## config.mk

```make
export PLATFORM = sky130hd
export DESIGN_NAME = vcmdac_core
export DESIGN_NICKNAME = d
export VERILOG_FILES = /design/src/verilog/vcmdac_pkg.sv /design/src/verilog/vcmdac_core.sv
export VERILOG_INCLUDE_DIRS = /design/src /design/src/verilog
export SDC_FILE = /design/constraint.sdc
export NUM_CORES = 1
export LEC_CHECK = 0
export CORE_MARGIN = 4
export CORE_UTILIZATION = 45
export CTS_CLUSTER_SIZE = 14
export DETAILED_ROUTE_END_ITERATION = 8
export DONT_BUFFER_PORTS = 1
export GPL_TIMING_DRIVEN = 0
export SYNTH_ARGS = -nofsm -noshare
export SYNTH_HDL_FRONTEND = slang
export SYNTH_SLANG_ARGS = --single-unit
```

## constraint.sdc

```tcl
create_clock -name i_clk -period 4.2 [get_ports i_clk]
set_input_delay 0.21 -clock i_clk [delete_from_list [all_inputs] [get_ports i_clk]]
set_output_delay 0.21 -clock i_clk [all_outputs]
set_load 0.03 [all_outputs]
```

## src/verilog/vcmdac_defs.svh

```systemverilog
/*
 * Constants of the focus coil motor current DAC control block: bus address,
 * control word field positions, reset values and timing figures.
 * Assumes it is included by bare name from the package and the design module.
 */
`ifndef VCMDAC_DEFS_SVH
`define VCMDAC_DEFS_SVH

`define VCMDAC_I2C_ADDR       7'h18
`define VCMDAC_I2C_FMAX_KHZ   400
`define VCMDAC_CLK_PERIOD_NS  20
`define VCMDAC_CODE_BITS      10
`define VCMDAC_FULL_SCALE_MA  100
`define VCMDAC_SLEEP_BIT      15
`define VCMDAC_CODE_MSB       13
`define VCMDAC_CODE_LSB       4
`define VCMDAC_RAMP_MSB       3
`define VCMDAC_RAMP_LSB       0
`define VCMDAC_WORD_RESET     16'h0000
`define VCMDAC_CODE_RESET     10'h000
`define VCMDAC_RAMP_TICK_NS   1000
`define VCMDAC_RAMP_TICK_CYC  ((`VCMDAC_RAMP_TICK_NS) / (`VCMDAC_CLK_PERIOD_NS))

`endif

```

## src/verilog/vcmdac_pkg.sv

```systemverilog
/*
 * Types of the focus coil motor current DAC control block.
 * Assumes vcmdac_defs.svh is on the include path.
 */
`default_nettype none
`include "vcmdac_defs.svh"

package vcmdac_pkg;

    typedef enum logic [2:0] {
        ST_IDLE = 3'b000,
        ST_ADDR = 3'b001,
        ST_AACK = 3'b010,
        ST_WR   = 3'b011,
        ST_WACK = 3'b100,
        ST_RD   = 3'b101,
        ST_RACK = 3'b110
    } vcmdac_state_t;

    typedef struct packed {
        logic                           scl_q1;
        logic                           scl_q2;
        logic                           scl_q3;
        logic                           sda_q1;
        logic                           sda_q2;
        logic                           sda_q3;
        vcmdac_state_t                  state;
        logic [3:0]                     cnt;
        logic [7:0]                     shift;
        logic                           rw;
        logic                           byte_idx;
        logic [7:0]                     hi_byte;
        logic [15:0]                    word;
        logic                           word_valid;
        logic                           sda_oen;
        logic [`VCMDAC_CODE_BITS-1:0]   code_out;
        logic                           sleep;
        logic [23:0]                    tick;
    } vcmdac_regs_t;

endpackage

`default_nettype wire

```

## src/verilog/vcmdac_core.sv

```systemverilog
/*
 * I2C slave and output control of a 10-bit current-sink DAC that drives the
 * focus coil motor: control word storage, power-down, power-on hold and ramp.
 * Assumes an external I2C master on i_scl/i_sda, an open-drain wire resolved
 * outside from o_sda_oen, and a 50 MHz i_clk far above the serial clock.
 */
// Functional notes
// - The block answers as an I2C slave only at the 7-bit address 0x18.
// - The serial interface works at serial clocks up to 400 kHz.
// - A 10-bit code sets the sink current, full scale being 100 mA.
// - After reset the output code stays zero until a full word write lands.
// - Bit 15 of the word requests power-down, which forces the output off.
// - Bits 13 to 4 of the word carry the current code, MSB at bit 13.
// - Bits 3 to 0 pick how fast the output ramps to a new code.
// - Direction bit 0 writes the word and direction bit 1 reads it back.
`default_nettype none
`include "vcmdac_defs.svh"

module vcmdac_core #(
    parameter logic [15:0] RAMP_BASE_CYC = 16'(`VCMDAC_RAMP_TICK_CYC)
) (
    input  wire logic                         i_clk,
    input  wire logic                         i_rst_n,
    input  wire logic                         i_scl,
    input  wire logic                         i_sda,
    output logic                              o_sda_oen,
    output logic [`VCMDAC_CODE_BITS-1:0]      o_current_code,
    output logic                              o_sleep,
    output logic                              o_word_loaded
);

    vcmdac_pkg::vcmdac_regs_t st_reg;
    vcmdac_pkg::vcmdac_regs_t st_next;

    logic                          scl_rise;
    logic                          scl_fall;
    logic                          bus_start;
    logic                          bus_stop;
    logic                          commit;
    logic [`VCMDAC_CODE_BITS-1:0]  target;
    logic [3:0]                    ramp_sel;
    logic [23:0]                   period;

    // Edges are taken from the second and third stages only.
    assign scl_rise  = st_reg.scl_q2 & ~st_reg.scl_q3;
    assign scl_fall  = ~st_reg.scl_q2 & st_reg.scl_q3;
    assign bus_start = st_reg.scl_q2 & st_reg.scl_q3 & st_reg.sda_q3 & ~st_reg.sda_q2;
    assign bus_stop  = st_reg.scl_q2 & st_reg.scl_q3 & ~st_reg.sda_q3 & st_reg.sda_q2;
    assign commit    = (st_reg.state == vcmdac_pkg::ST_WR) && scl_fall
                       && (st_reg.cnt == 4'h8) && st_reg.byte_idx;
    assign ramp_sel  = st_reg.word[`VCMDAC_RAMP_MSB:`VCMDAC_RAMP_LSB];
    assign period    = {8'h00, RAMP_BASE_CYC} << ramp_sel;
    // Power-down and the power-on hold both steer the output to zero.
    assign target    = (st_reg.word_valid && !st_reg.word[`VCMDAC_SLEEP_BIT])
                       ? st_reg.word[`VCMDAC_CODE_MSB:`VCMDAC_CODE_LSB]
                       : `VCMDAC_CODE_RESET;

    always_comb begin
        st_next = st_reg;
        st_next.scl_q1 = i_scl;
        st_next.scl_q2 = st_reg.scl_q1;
        st_next.scl_q3 = st_reg.scl_q2;
        st_next.sda_q1 = i_sda;
        st_next.sda_q2 = st_reg.sda_q1;
        st_next.sda_q3 = st_reg.sda_q2;
        if (bus_start) begin
            st_next.state    = vcmdac_pkg::ST_ADDR;
            st_next.cnt      = 4'h0;
            st_next.byte_idx = 1'b0;
            st_next.sda_oen  = 1'b1;
        end else if (bus_stop) begin
            st_next.state   = vcmdac_pkg::ST_IDLE;
            st_next.sda_oen = 1'b1;
        end else begin
            case (st_reg.state)
                vcmdac_pkg::ST_ADDR: begin
                    if (scl_rise) begin
                        st_next.shift = {st_reg.shift[6:0], st_reg.sda_q2};
                        st_next.cnt   = st_reg.cnt + 4'h1;
                    end else if (scl_fall && st_reg.cnt == 4'h8) begin
                        if (st_reg.shift[7:1] == `VCMDAC_I2C_ADDR) begin
                            st_next.state   = vcmdac_pkg::ST_AACK;
                            st_next.rw      = st_reg.shift[0];
                            st_next.sda_oen = 1'b0;
                        end else begin
                            st_next.state = vcmdac_pkg::ST_IDLE;
                        end
                    end
                end
                vcmdac_pkg::ST_AACK: begin
                    if (scl_fall) begin
                        st_next.cnt = 4'h0;
                        if (st_reg.rw) begin
                            st_next.state   = vcmdac_pkg::ST_RD;
                            st_next.sda_oen = st_reg.word[15];
                            st_next.shift   = {st_reg.word[14:8], 1'b0};
                        end else begin
                            st_next.state   = vcmdac_pkg::ST_WR;
                            st_next.sda_oen = 1'b1;
                        end
                    end
                end
                vcmdac_pkg::ST_WR: begin
                    if (scl_rise) begin
                        st_next.shift = {st_reg.shift[6:0], st_reg.sda_q2};
                        st_next.cnt   = st_reg.cnt + 4'h1;
                    end else if (scl_fall && st_reg.cnt == 4'h8) begin
                        st_next.state   = vcmdac_pkg::ST_WACK;
                        st_next.sda_oen = 1'b0;
                        if (!st_reg.byte_idx) begin
                            st_next.hi_byte = st_reg.shift;
                        end else begin
                            st_next.word       = {st_reg.hi_byte, st_reg.shift};
                            st_next.word_valid = 1'b1;
                        end
                    end
                end
                vcmdac_pkg::ST_WACK: begin
                    if (scl_fall) begin
                        st_next.state    = vcmdac_pkg::ST_WR;
                        st_next.sda_oen  = 1'b1;
                        st_next.cnt      = 4'h0;
                        st_next.byte_idx = ~st_reg.byte_idx;
                    end
                end
                vcmdac_pkg::ST_RD: begin
                    if (scl_rise) begin
                        st_next.cnt = st_reg.cnt + 4'h1;
                    end else if (scl_fall) begin
                        if (st_reg.cnt == 4'h8) begin
                            st_next.state   = vcmdac_pkg::ST_RACK;
                            st_next.sda_oen = 1'b1;
                        end else begin
                            st_next.sda_oen = st_reg.shift[7];
                            st_next.shift   = {st_reg.shift[6:0], 1'b0};
                        end
                    end
                end
                vcmdac_pkg::ST_RACK: begin
                    if (scl_rise && st_reg.sda_q2) begin
                        st_next.state = vcmdac_pkg::ST_IDLE;
                    end else if (scl_fall) begin
                        st_next.state    = vcmdac_pkg::ST_RD;
                        st_next.cnt      = 4'h0;
                        st_next.byte_idx = ~st_reg.byte_idx;
                        if (st_reg.byte_idx) begin
                            st_next.sda_oen = st_reg.word[15];
                            st_next.shift   = {st_reg.word[14:8], 1'b0};
                        end else begin
                            st_next.sda_oen = st_reg.word[7];
                            st_next.shift   = {st_reg.word[6:0], 1'b0};
                        end
                    end
                end
                default: begin
                    st_next.state   = vcmdac_pkg::ST_IDLE;
                    st_next.sda_oen = 1'b1;
                end
            endcase
        end

        st_next.sleep = st_reg.word_valid & st_reg.word[`VCMDAC_SLEEP_BIT];
        // A zero ramp setting, power-down or the power-on hold moves at once.
        if (ramp_sel == 4'h0 || target == `VCMDAC_CODE_RESET && !st_reg.word_valid
            || st_reg.word[`VCMDAC_SLEEP_BIT]) begin
            st_next.code_out = target;
            st_next.tick     = 24'h000000;
        end else if (st_reg.code_out != target) begin
            if (st_reg.tick >= period - 24'h000001) begin
                st_next.tick = 24'h000000;
                if (st_reg.code_out < target) begin
                    st_next.code_out = st_reg.code_out + 10'h001;
                end else begin
                    st_next.code_out = st_reg.code_out - 10'h001;
                end
            end else begin
                st_next.tick = st_reg.tick + 24'h000001;
            end
        end else begin
            st_next.tick = 24'h000000;
        end
    end

    always_ff @(posedge i_clk or negedge i_rst_n) begin
        if (!i_rst_n) begin
            st_reg            <= '0;
            st_reg.scl_q1     <= 1'b1;
            st_reg.scl_q2     <= 1'b1;
            st_reg.scl_q3     <= 1'b1;
            st_reg.sda_q1     <= 1'b1;
            st_reg.sda_q2     <= 1'b1;
            st_reg.sda_q3     <= 1'b1;
            st_reg.state      <= vcmdac_pkg::ST_IDLE;
            st_reg.word       <= `VCMDAC_WORD_RESET;
            st_reg.sda_oen    <= 1'b1;
            st_reg.code_out   <= `VCMDAC_CODE_RESET;
        end else begin
            st_reg <= st_next;
        end
    end

    assign o_sda_oen      = st_reg.sda_oen;
    assign o_current_code = st_reg.code_out;
    assign o_sleep        = st_reg.sleep;
    assign o_word_loaded  = st_reg.word_valid;
endmodule

`default_nettype wire

```

==> results of run 1 <==
[cell usage in the layout, fill, tap and decap left out, types with 3 or more instances in the layout]
| cell type | netlist | routed |
|---|---|---|
| a21oi_1 | 42 | 42 |
| o22ai_1 | 5 | 5 |
| a211oi_1 | 4 | 4 |
| and3_1 | 9 | 9 |
| nand3_1 | 31 | 31 |
| inv_1 | 21 | 18 |
| o21ai_0 | 37 | 35 |
| dlygate4sd3_1 | 0 | 3 |
| nand2_1 | 65 | 64 |
| and4_1 | 7 | 7 |
| a31oi_1 | 3 | 3 |
| dfstp_2 | 7 | 7 |
| nor2b_1 | 8 | 7 |
| buf_4 | 10 | 19 |
| o211ai_1 | 5 | 5 |
| buf_2 | 4 | 4 |
| mux2_2 | 28 | 28 |
| ha_1 | 49 | 46 |
| mux2i_1 | 4 | 4 |
| and2_1 | 4 | 4 |
| nor3_1 | 13 | 11 |
| clkbuf_1 | 17 | 15 |
| o21ai_1 | 1 | 3 |
| nand2b_1 | 6 | 6 |
| nand4_1 | 5 | 5 |
| a21o_1 | 8 | 8 |
| conb_1 | 1 | 3 |
| clkbuf_16 | 0 | 9 |
| xor2_1 | 17 | 17 |
| nor2_1 | 61 | 61 |
| a22o_1 | 5 | 5 |
| xnor2_1 | 19 | 19 |
| dfrtp_1 | 77 | 75 |
| a22oi_1 | 4 | 3 |
[cells by family after synthesis]
| group | share of synthesized area, % |
|---|---|
| and+or+nand+nor | 19.3 |
| AOI/OAI and AO/OA | 14.1 |
| DFF | 38.3 |
| buffers and inverters | 4.52 |
| adders and majority gates | 11.5 |
| xor gates and xnor gates | 5.73 |
| muxes | 6.46 |
| other | 0.0681 |
[synthesized netlist by cell type (all sizes together), types with 2 or more instances]
cell / n / area, um^2
dfrtp: 77 / 1930
nand2: 66 / 250
nor2: 61 / 229
ha: 49 / 613
a21oi: 42 / 210
o21ai: 38 / 190
nand3: 31 / 155
mux2: 28 / 315
inv: 21 / 78.8
xnor2: 19 / 166
clkbuf: 17 / 63.8
xor2: 17 / 149
buf: 16 / 103
nor3: 14 / 81.3
and3: 9 / 56.3
a21o: 8 / 60.1
and4: 8 / 72.6
nor2b: 8 / 50.1
dfstp: 7 / 184
nand2b: 6 / 37.5
a22o: 5 / 43.8
nand4: 5 / 31.3
o211ai: 5 / 37.5
o22ai: 5 / 31.3
a211oi: 4 / 30.0
a22oi: 4 / 30.0
and2: 4 / 25.0
mux2i: 4 / 40.0
a31oi: 3 / 18.8
a21boi: 2 / 15.0
a221oi: 2 / 17.5
nand4b: 2 / 17.5
o31ai: 2 / 15.0
o41ai: 2 / 17.5
[repair_timing]
action	4_1_cts	5_1_grt
pin swaps	3	4
setup endpoints to repair	34	33
hold buffers	4	0
endpoints found under the hold margin	86	0
gates resized for setup	20	23
buffers inserted	7	1
[per-layer routing]
layer / up-vias / part of all wire, %
met1: 2150 / 48
met2: 84 / 47
met3: 14 / 3.2
met5: - / 0
li1: 2189 / -
met4: 0 / 1.5
[layout make-up]
| cell class | count | area [um^2] | share of cell area (%) |
|---|---|---|---|
| flip-flops and latches | 84 | 2110 | 34.1 |
| clock buffers | 15 | 268 | 4.31 |
| clock inverters | 1 | 7.51 | 0.121 |
| repair buffers | 12 | 118 | 1.90 |
| inverters | 22 | 85.1 | 1.37 |
| multi-input cells | 471 | 3230 | 52.1 |
| well taps | 147 | 184 | 2.96 |
| plain buffers | 33 | 199 | 3.21 |
[worst max-delay path by stage]
| stage | end | cells past startpoint | slack [ns] |
|---|---|---|---|
| finish | o_current_code[0] | 19 | 0.21 |
| detailed placement | st_reg[7] | 21 | -1.02 |
| global placement | st_reg[9] | 21 | -0.98 |
| CTS | o_current_code[0] | 22 | 0.001 |
| global route | o_current_code[0] | 22 | 0.001 |
| floorplan | o_current_code[9] | 20 | 0.001 |
[report_power, final]
| group | leakage (nW) | switching (mW) | total (mW) | internal, mW |
|---|---|---|---|---|
| combinational | 1.48 | 0.192 | 0.311 | 0.119 |
| clock | 0.130 | 0.318 | 0.752 | 0.434 |
| sequential | 1.13 | 0.0811 | 0.960 | 0.879 |
==> summary.txt, run 1 <==
Global routing
  – Number of antenna violations at the first check in global routing: 0
  – Vias in the first global route: approximately 4300
  – GR Util met3: about 2.6%
  – Met2 global-route usage: between 20% and 30%
  – Global routing's busiest layer: met2
  – GRT Overall Usage: between 10% and 20%
  – Global-route wire length before repair: 21000 um
  – GRT met1 Usage: 25.2%
  – Largest net degree at the start of global routing: 85
  – GRT Residual Overflow: 0

Power and ir drop
  – Leak pwr: 2.73 nW
  – Final Power: 2.02 mW
  – Pwr Density: between 300 and 400 nW/um^2
  – Worst VDD drop: around 0.19 mV

Timing
  – Final Max Slew Viols: 0
  – Final worst slack: ~0.21 ns
  – Rel. slew slack: around 37%
  – Worst-Margin Slew: ~0.94 ns
  – Post-route clock period utilization: a little over nine tenths
  – Final setup vio count: 0
  – Fin. Hold Viols: 0
  – Final min period: roughly 4 ns
  – RSZ-0062 raised after global routing: no
  – Worst hold slack: between 0.3 and 0.4 ns
  – Clock Skews: around 0.0073 ns
  – Setup TNS: 0 ns
  – Max Fclk: roughly 0.25 GHz

Detailed routing
  – 1st-pass router iterations: 5
  – Per-cell routed wire length: about 16 um
  – Total number of vias: around 4400
  – WL final: around 12000 um
  – DRC: 0
  – Antenna-violating nets left: 0
  – Vias/cell: approximately 5.7
  – Violation count after the first detailed-routing iteration: 274

Synthesis
  – Distinct cell type count after synthesis: 57
  – Synth Warn #: 0
  – Register bit count reported by yosys: 84
  – Fraction of registers with async set/reset: 100%
  – Post-synth EDFFs: 0
  – Area of the mapped netlist: 5500 um^2
  – Sequential share of the synthesized area: approximately two fifths
  – Top_reg_cell synth: dfrtp_1
  – Syn Area/Cell: around 9 um^2
  – Post-synthesis cell count: a little over 600

Critical path
  – Critical path peak fanout: 9
  – Reg-to-Reg End: o_current_code[0]
  – Startpoint types: register
  – Worst reg2reg startpoint: ramp_sel[1]
  – CP required: approximately 4.4 ns
  – Crit end category: register
  – R2r worst-path depth: 19
  – Slowest stage cell, crit path: dfrtp_2
  – Cells along the critical path: buf_4 > ha_1 > nor3_4 > nand4_1 > a221oi_4 > o21ai_1 > xor2_1 > nand2_1 > o211ai_1 > ha_1 > and4_1 > and2_1 > a22oi_2 > and4_4 > nor3_4 > buf_4 > buf_4 > o21ai_0 > o22ai_1
  – Crit path DAT: around 4.2 ns
  – CP most frequent cell: buf_4
  – Critical path type: register to register
  – Crit path from: ramp_sel[1]
  – CP bufs+invs: 3
  – Largest stage delay, worst path: around 0.43 ns
  – R2R Setup Slk: 0.21 ns
  – Top delay family on crit path: simple AND/OR/NAND/NOR gates

Final layout
  – Layout cells sized above 1: 15.4%
  – Area Overhead vs Synth: 12.8%
  – N_diodes: 0
  – Filler Cell Count: around 1100
  – Fin util: about half
  – Finished Cell Area: about 6200 um^2
  – Fin cells: approximately 790
  – Nets: 687
  – Number of flip-flops under the largest register name: 63

Floorplanning
  – Ports: 17
  – Die ar.: 14100 um^2
  – Row count: 40
  – Die W: 119 um
  – Die Ht: 119 um
  – Initial core utilization: between 40% and 50%
  – Core area: between 10000 and 15000 um^2

Hold path
  – Hold path depth: 0
  – Hold WC Path Type: register to register
  – Hold Crit Start: st_next[82]
  – Hold Crit Endpoint: st_next[81]

Clock tree
  – CTS Root Cell: clkbuf_16
  – Clock transition at the registers of the reported paths: ~0.06 ns
  – Clock Tree Buf Depth: 2
  – CTS sink cnt: 84
  – CTS Buf Count: 9
  – H-tree depth: 3
  – TritonCTS clock tree: done
  – Skew-Pair Late Insertion Delay: 0.34 ns

Status
  – Status: finished clean

Placed design
  – IO buf count: 0
  – DP HPWL: between 8000 and 9000 um
  – Placement Cell Area: roughly 5700 um^2
  – Placed cell count: 757
  – Pre-CTS setup slack: -1.02 ns
  – Final Wtd Congestion: between 0.8 and 0.9

Flow run
  – Max-Cap Viols: 0
Note: power is estimated with default switching activity, not from simulation.
==> run 2: changes to the inputs <==
Settings changed: CORE_ASPECT_RATIO set to 1.25, CTS_CLUSTER_SIZE 14 to 16.
==> run 2 against run 1 <==
Net effect: routed wire length shrank 1.6%; first-iteration DRC count decreased by 41%; worst setup slack lost 0.048 ns; largest power group unchanged; sequential power about the same; non-clock buffer count grew 4; sequential share of layout area down 0.22 points; largest cell class unchanged; cell count up 2.3%.
==> summary.txt, run 2 (synthesis results as in run 1) <==
Floorplanning
  – Die W: 107 um (was 119 um)
  – Die Ht: 132 um (was 119 um)
  – Initial core utilization: 46.7% (was 45.8%)
  – Die ar.: 14100 um^2 (about the same)
  – Core area: 11800 um^2 (was 12000 um^2)
  – Ports: 17 (unchanged)
  – Row count: 44 (was 40)

Status
  – Status: finished clean (unchanged)

Placed design
  – DP HPWL: 8840 um (was 8830 um)
  – Final Wtd Congestion: 0.877 (unchanged)
  – Pre-CTS setup slack: -1.01 ns (was -1.02 ns)
  – IO buf count: 0 (unchanged)

Timing
  – Final setup vio count: 0 (unchanged)
  – Post-route clock period utilization: 96.1% (was 95.0%)
  – Max Fclk: 0.248 GHz (was 0.251 GHz)
  – Worst hold slack: 0.356 ns (about the same)
  – Clock Skews: 0.00869 ns (was 0.00731 ns)
  – Final min period: 4.04 ns (was 3.99 ns)
  – Final worst slack: 0.163 ns (was 0.211 ns)
  – Worst-Margin Slew: 0.997 ns (was 0.938 ns)
  – Fin. Hold Viols: 0 (unchanged)
  – Rel. slew slack: 33.0% (was 37.0%)
  – Final Max Slew Viols: 0 (unchanged)
  – Setup TNS: 0 ns (unchanged)

Clock tree
  – Clock Tree Buf Depth: 2 (unchanged)
  – CTS sink cnt: 84 (unchanged)
  – Skew-Pair Late Insertion Delay: 0.35 ns (was 0.34 ns)
  – CTS Root Cell: clkbuf_16 (unchanged)
  – H-tree depth: 3 (unchanged)
  – TritonCTS clock tree: done (unchanged)
  – Clock transition at the registers of the reported paths: 0.07 ns (was 0.06 ns)
  – CTS Buf Count: 9 (unchanged)

Detailed routing
  – 1st-pass router iterations: 5 (unchanged)
  – Total number of vias: 4400 (was 4437)
  – Antenna-violating nets left: 0 (unchanged)
  – Vias/cell: 5.48 (was 5.65)
  – Violation count after the first detailed-routing iteration: 161 (was 274)
  – WL final: 12300 um (was 12500 um)
  – DRC: 0 (unchanged)
  – Per-cell routed wire length: 15.3 um (was 15.9 um)

Global routing
  – Global-route wire length before repair: 20900 um (was 21000 um)
  – GRT Overall Usage: 18.2% (was 18.3%)
  – Largest net degree at the start of global routing: 85 (unchanged)
  – Number of antenna violations at the first check in global routing: 0 (unchanged)
  – GRT Residual Overflow: 0 (unchanged)
  – Vias in the first global route: 4331 (was 4280)

Final layout
  – N_diodes: 0 (unchanged)
  – Multi-input gate area: 3220 um^2 (was 3230 um^2)
  – Most common cell after layout, fill and taps aside: dfrtp_1 (unchanged)
  – Area Overhead vs Synth: 13.5% (was 12.8%)
  – Most frequent cells in the layout: dfrtp_1 (75), nand2_1 (64), nor2_1 (61) (unchanged)
  – Nets: 691 (was 687)
  – Register area: 2110 um^2 (unchanged)
  – Layout cells sized above 1: 16.5% (was 15.4%)
  – Number of flip-flops under the largest register name: 63 (unchanged)
  – Filler Cell Count: 1107 (was 1120)
  – Fin util: 53.0% (was 51.7%)

Flow run
  – Max-Cap Viols: 0 (unchanged)

Critical path
  – Crit end category: register (unchanged)
  – Critical path peak fanout: 5 (was 9)
  – Largest stage delay, worst path: 0.46 ns (was 0.43 ns)
  – Critical path type: register to register (unchanged)
  – Slowest stage cell, crit path: or4b_1 (was dfrtp_2)
  – Cells along the critical path: buf_4 > ha_1 > nor3_2 > nand4_1 > a221oi_2 > o21ai_1 > xor2_1 > nand2_1 > o211ai_1 > ha_1 > and4_1 > and2_4 > o211ai_1 > and4_4 > nor3_4 > or4b_1 > o221ai_1 (was buf_4 > ha_1 > nor3_4 > nand4_1 > a221oi_4 > o21ai_1 > xor2_1 > nand2_1 > o211ai_1 > ha_1 > and4_1 > and2_1 > a22oi_2 > and4_4 > nor3_4 > buf_4 > buf_4 > o21ai_0 > o22ai_1)
  – CP required: 4.46 ns (was 4.42 ns)
  – Crit path DAT: 4.30 ns (was 4.21 ns)
  – Startpoint types: register (unchanged)

Power and ir drop
  – Pwr Density: 325 nW/um^2 (was 326 nW/um^2)
  – Worst VDD drop: 0.218 mV (was 0.194 mV)
  – Leak pwr: 2.75 nW (was 2.73 nW)

Hold path
  – Hold WC Path Type: register to register (unchanged)
run 2: cell type report:
cell class	instances	share of cell area, %
Multi-Input combinational cell	471	51.5
Sequential cell	84	33.8
Clock buffer	9	3.61
Buffer	33	3.17
Inverter	22	1.36
Clock inverter	7	0.962
Tap cell	161	3.23
Timing Repair Buffer	16	2.36
run 2: final timing paths:
| kind | to | slack (ns) | startpoint | cells past startpoint |
|---|---|---|---|---|
| worst max-delay path | o_current_code[9] | 0.16 | ramp_sel[0] | 17 |
| worst min-delay path | st_next[78] | 0.36 | st_next[79] | 0 |
| worst max register to register | o_current_code[9] | 0.16 | ramp_sel[0] | 17 |
| worst min register to register | st_next[78] | 0.36 | st_next[79] | 0 |
| max in group asynchronous | o_sda_oen | 3.41 | i_rst_n | 2 |
| min in group asynchronous | st_reg[8] | 0.43 | i_rst_n | 2 |
run 2: power by group:
part | leakage [nW] | internal, mW | switching [mW] | total (mW)
clock network | 0.130 | 0.408 | 0.352 | 0.761
registers | 1.13 | 0.879 | 0.0801 | 0.959
logic | 1.49 | 0.118 | 0.191 | 0.309
total | 2.75 | 1.41 | 0.623 | 2.03
run 2: worst max-delay path: cells and delay by family (launching register included):
family	cells	cell delay [ns]
buffers and inverters	1	0.15
XOR/XNOR	1	0.16
adder cells (fa/ha/maj)	2	0.62
AND/OR/NAND/NOR	8	1.82
flip-flops	1	0.41
AO/OA/AOI/OAI	5	0.80
run 2: what timing repair did:
| item | in CTS | in global routing |
|---|---|---|
| hold buffers | 4 | 0 |
| setup endpoints to repair | 34 | 33 |
| setup buffers | 8 | 4 |
| hold endpoints to repair | 86 | 0 |
| pin swaps | 3 | 6 |
| resized for setup | 19 | 26 |
run 2: per-stage QoR:
step	area [um^2]	instances	power [mW]
2_1_floorplan	5510	610	1.18
3_3_place_gp	5710	771	1.25
3_5_place_dp	5710	771	1.26
4_1_cts	6170	799	2.06
5_1_grt	6250	803	2.14
6_report	6250	803	2.03
run 2: layer usage:
layer | track usage, % | share of wire (%)
met2 | 30.8 | 50
met1 | 23.0 | 45
met5 | 0 | 0
met4 | 6.61 | 1.6
met3 | 3.34 | 2.7
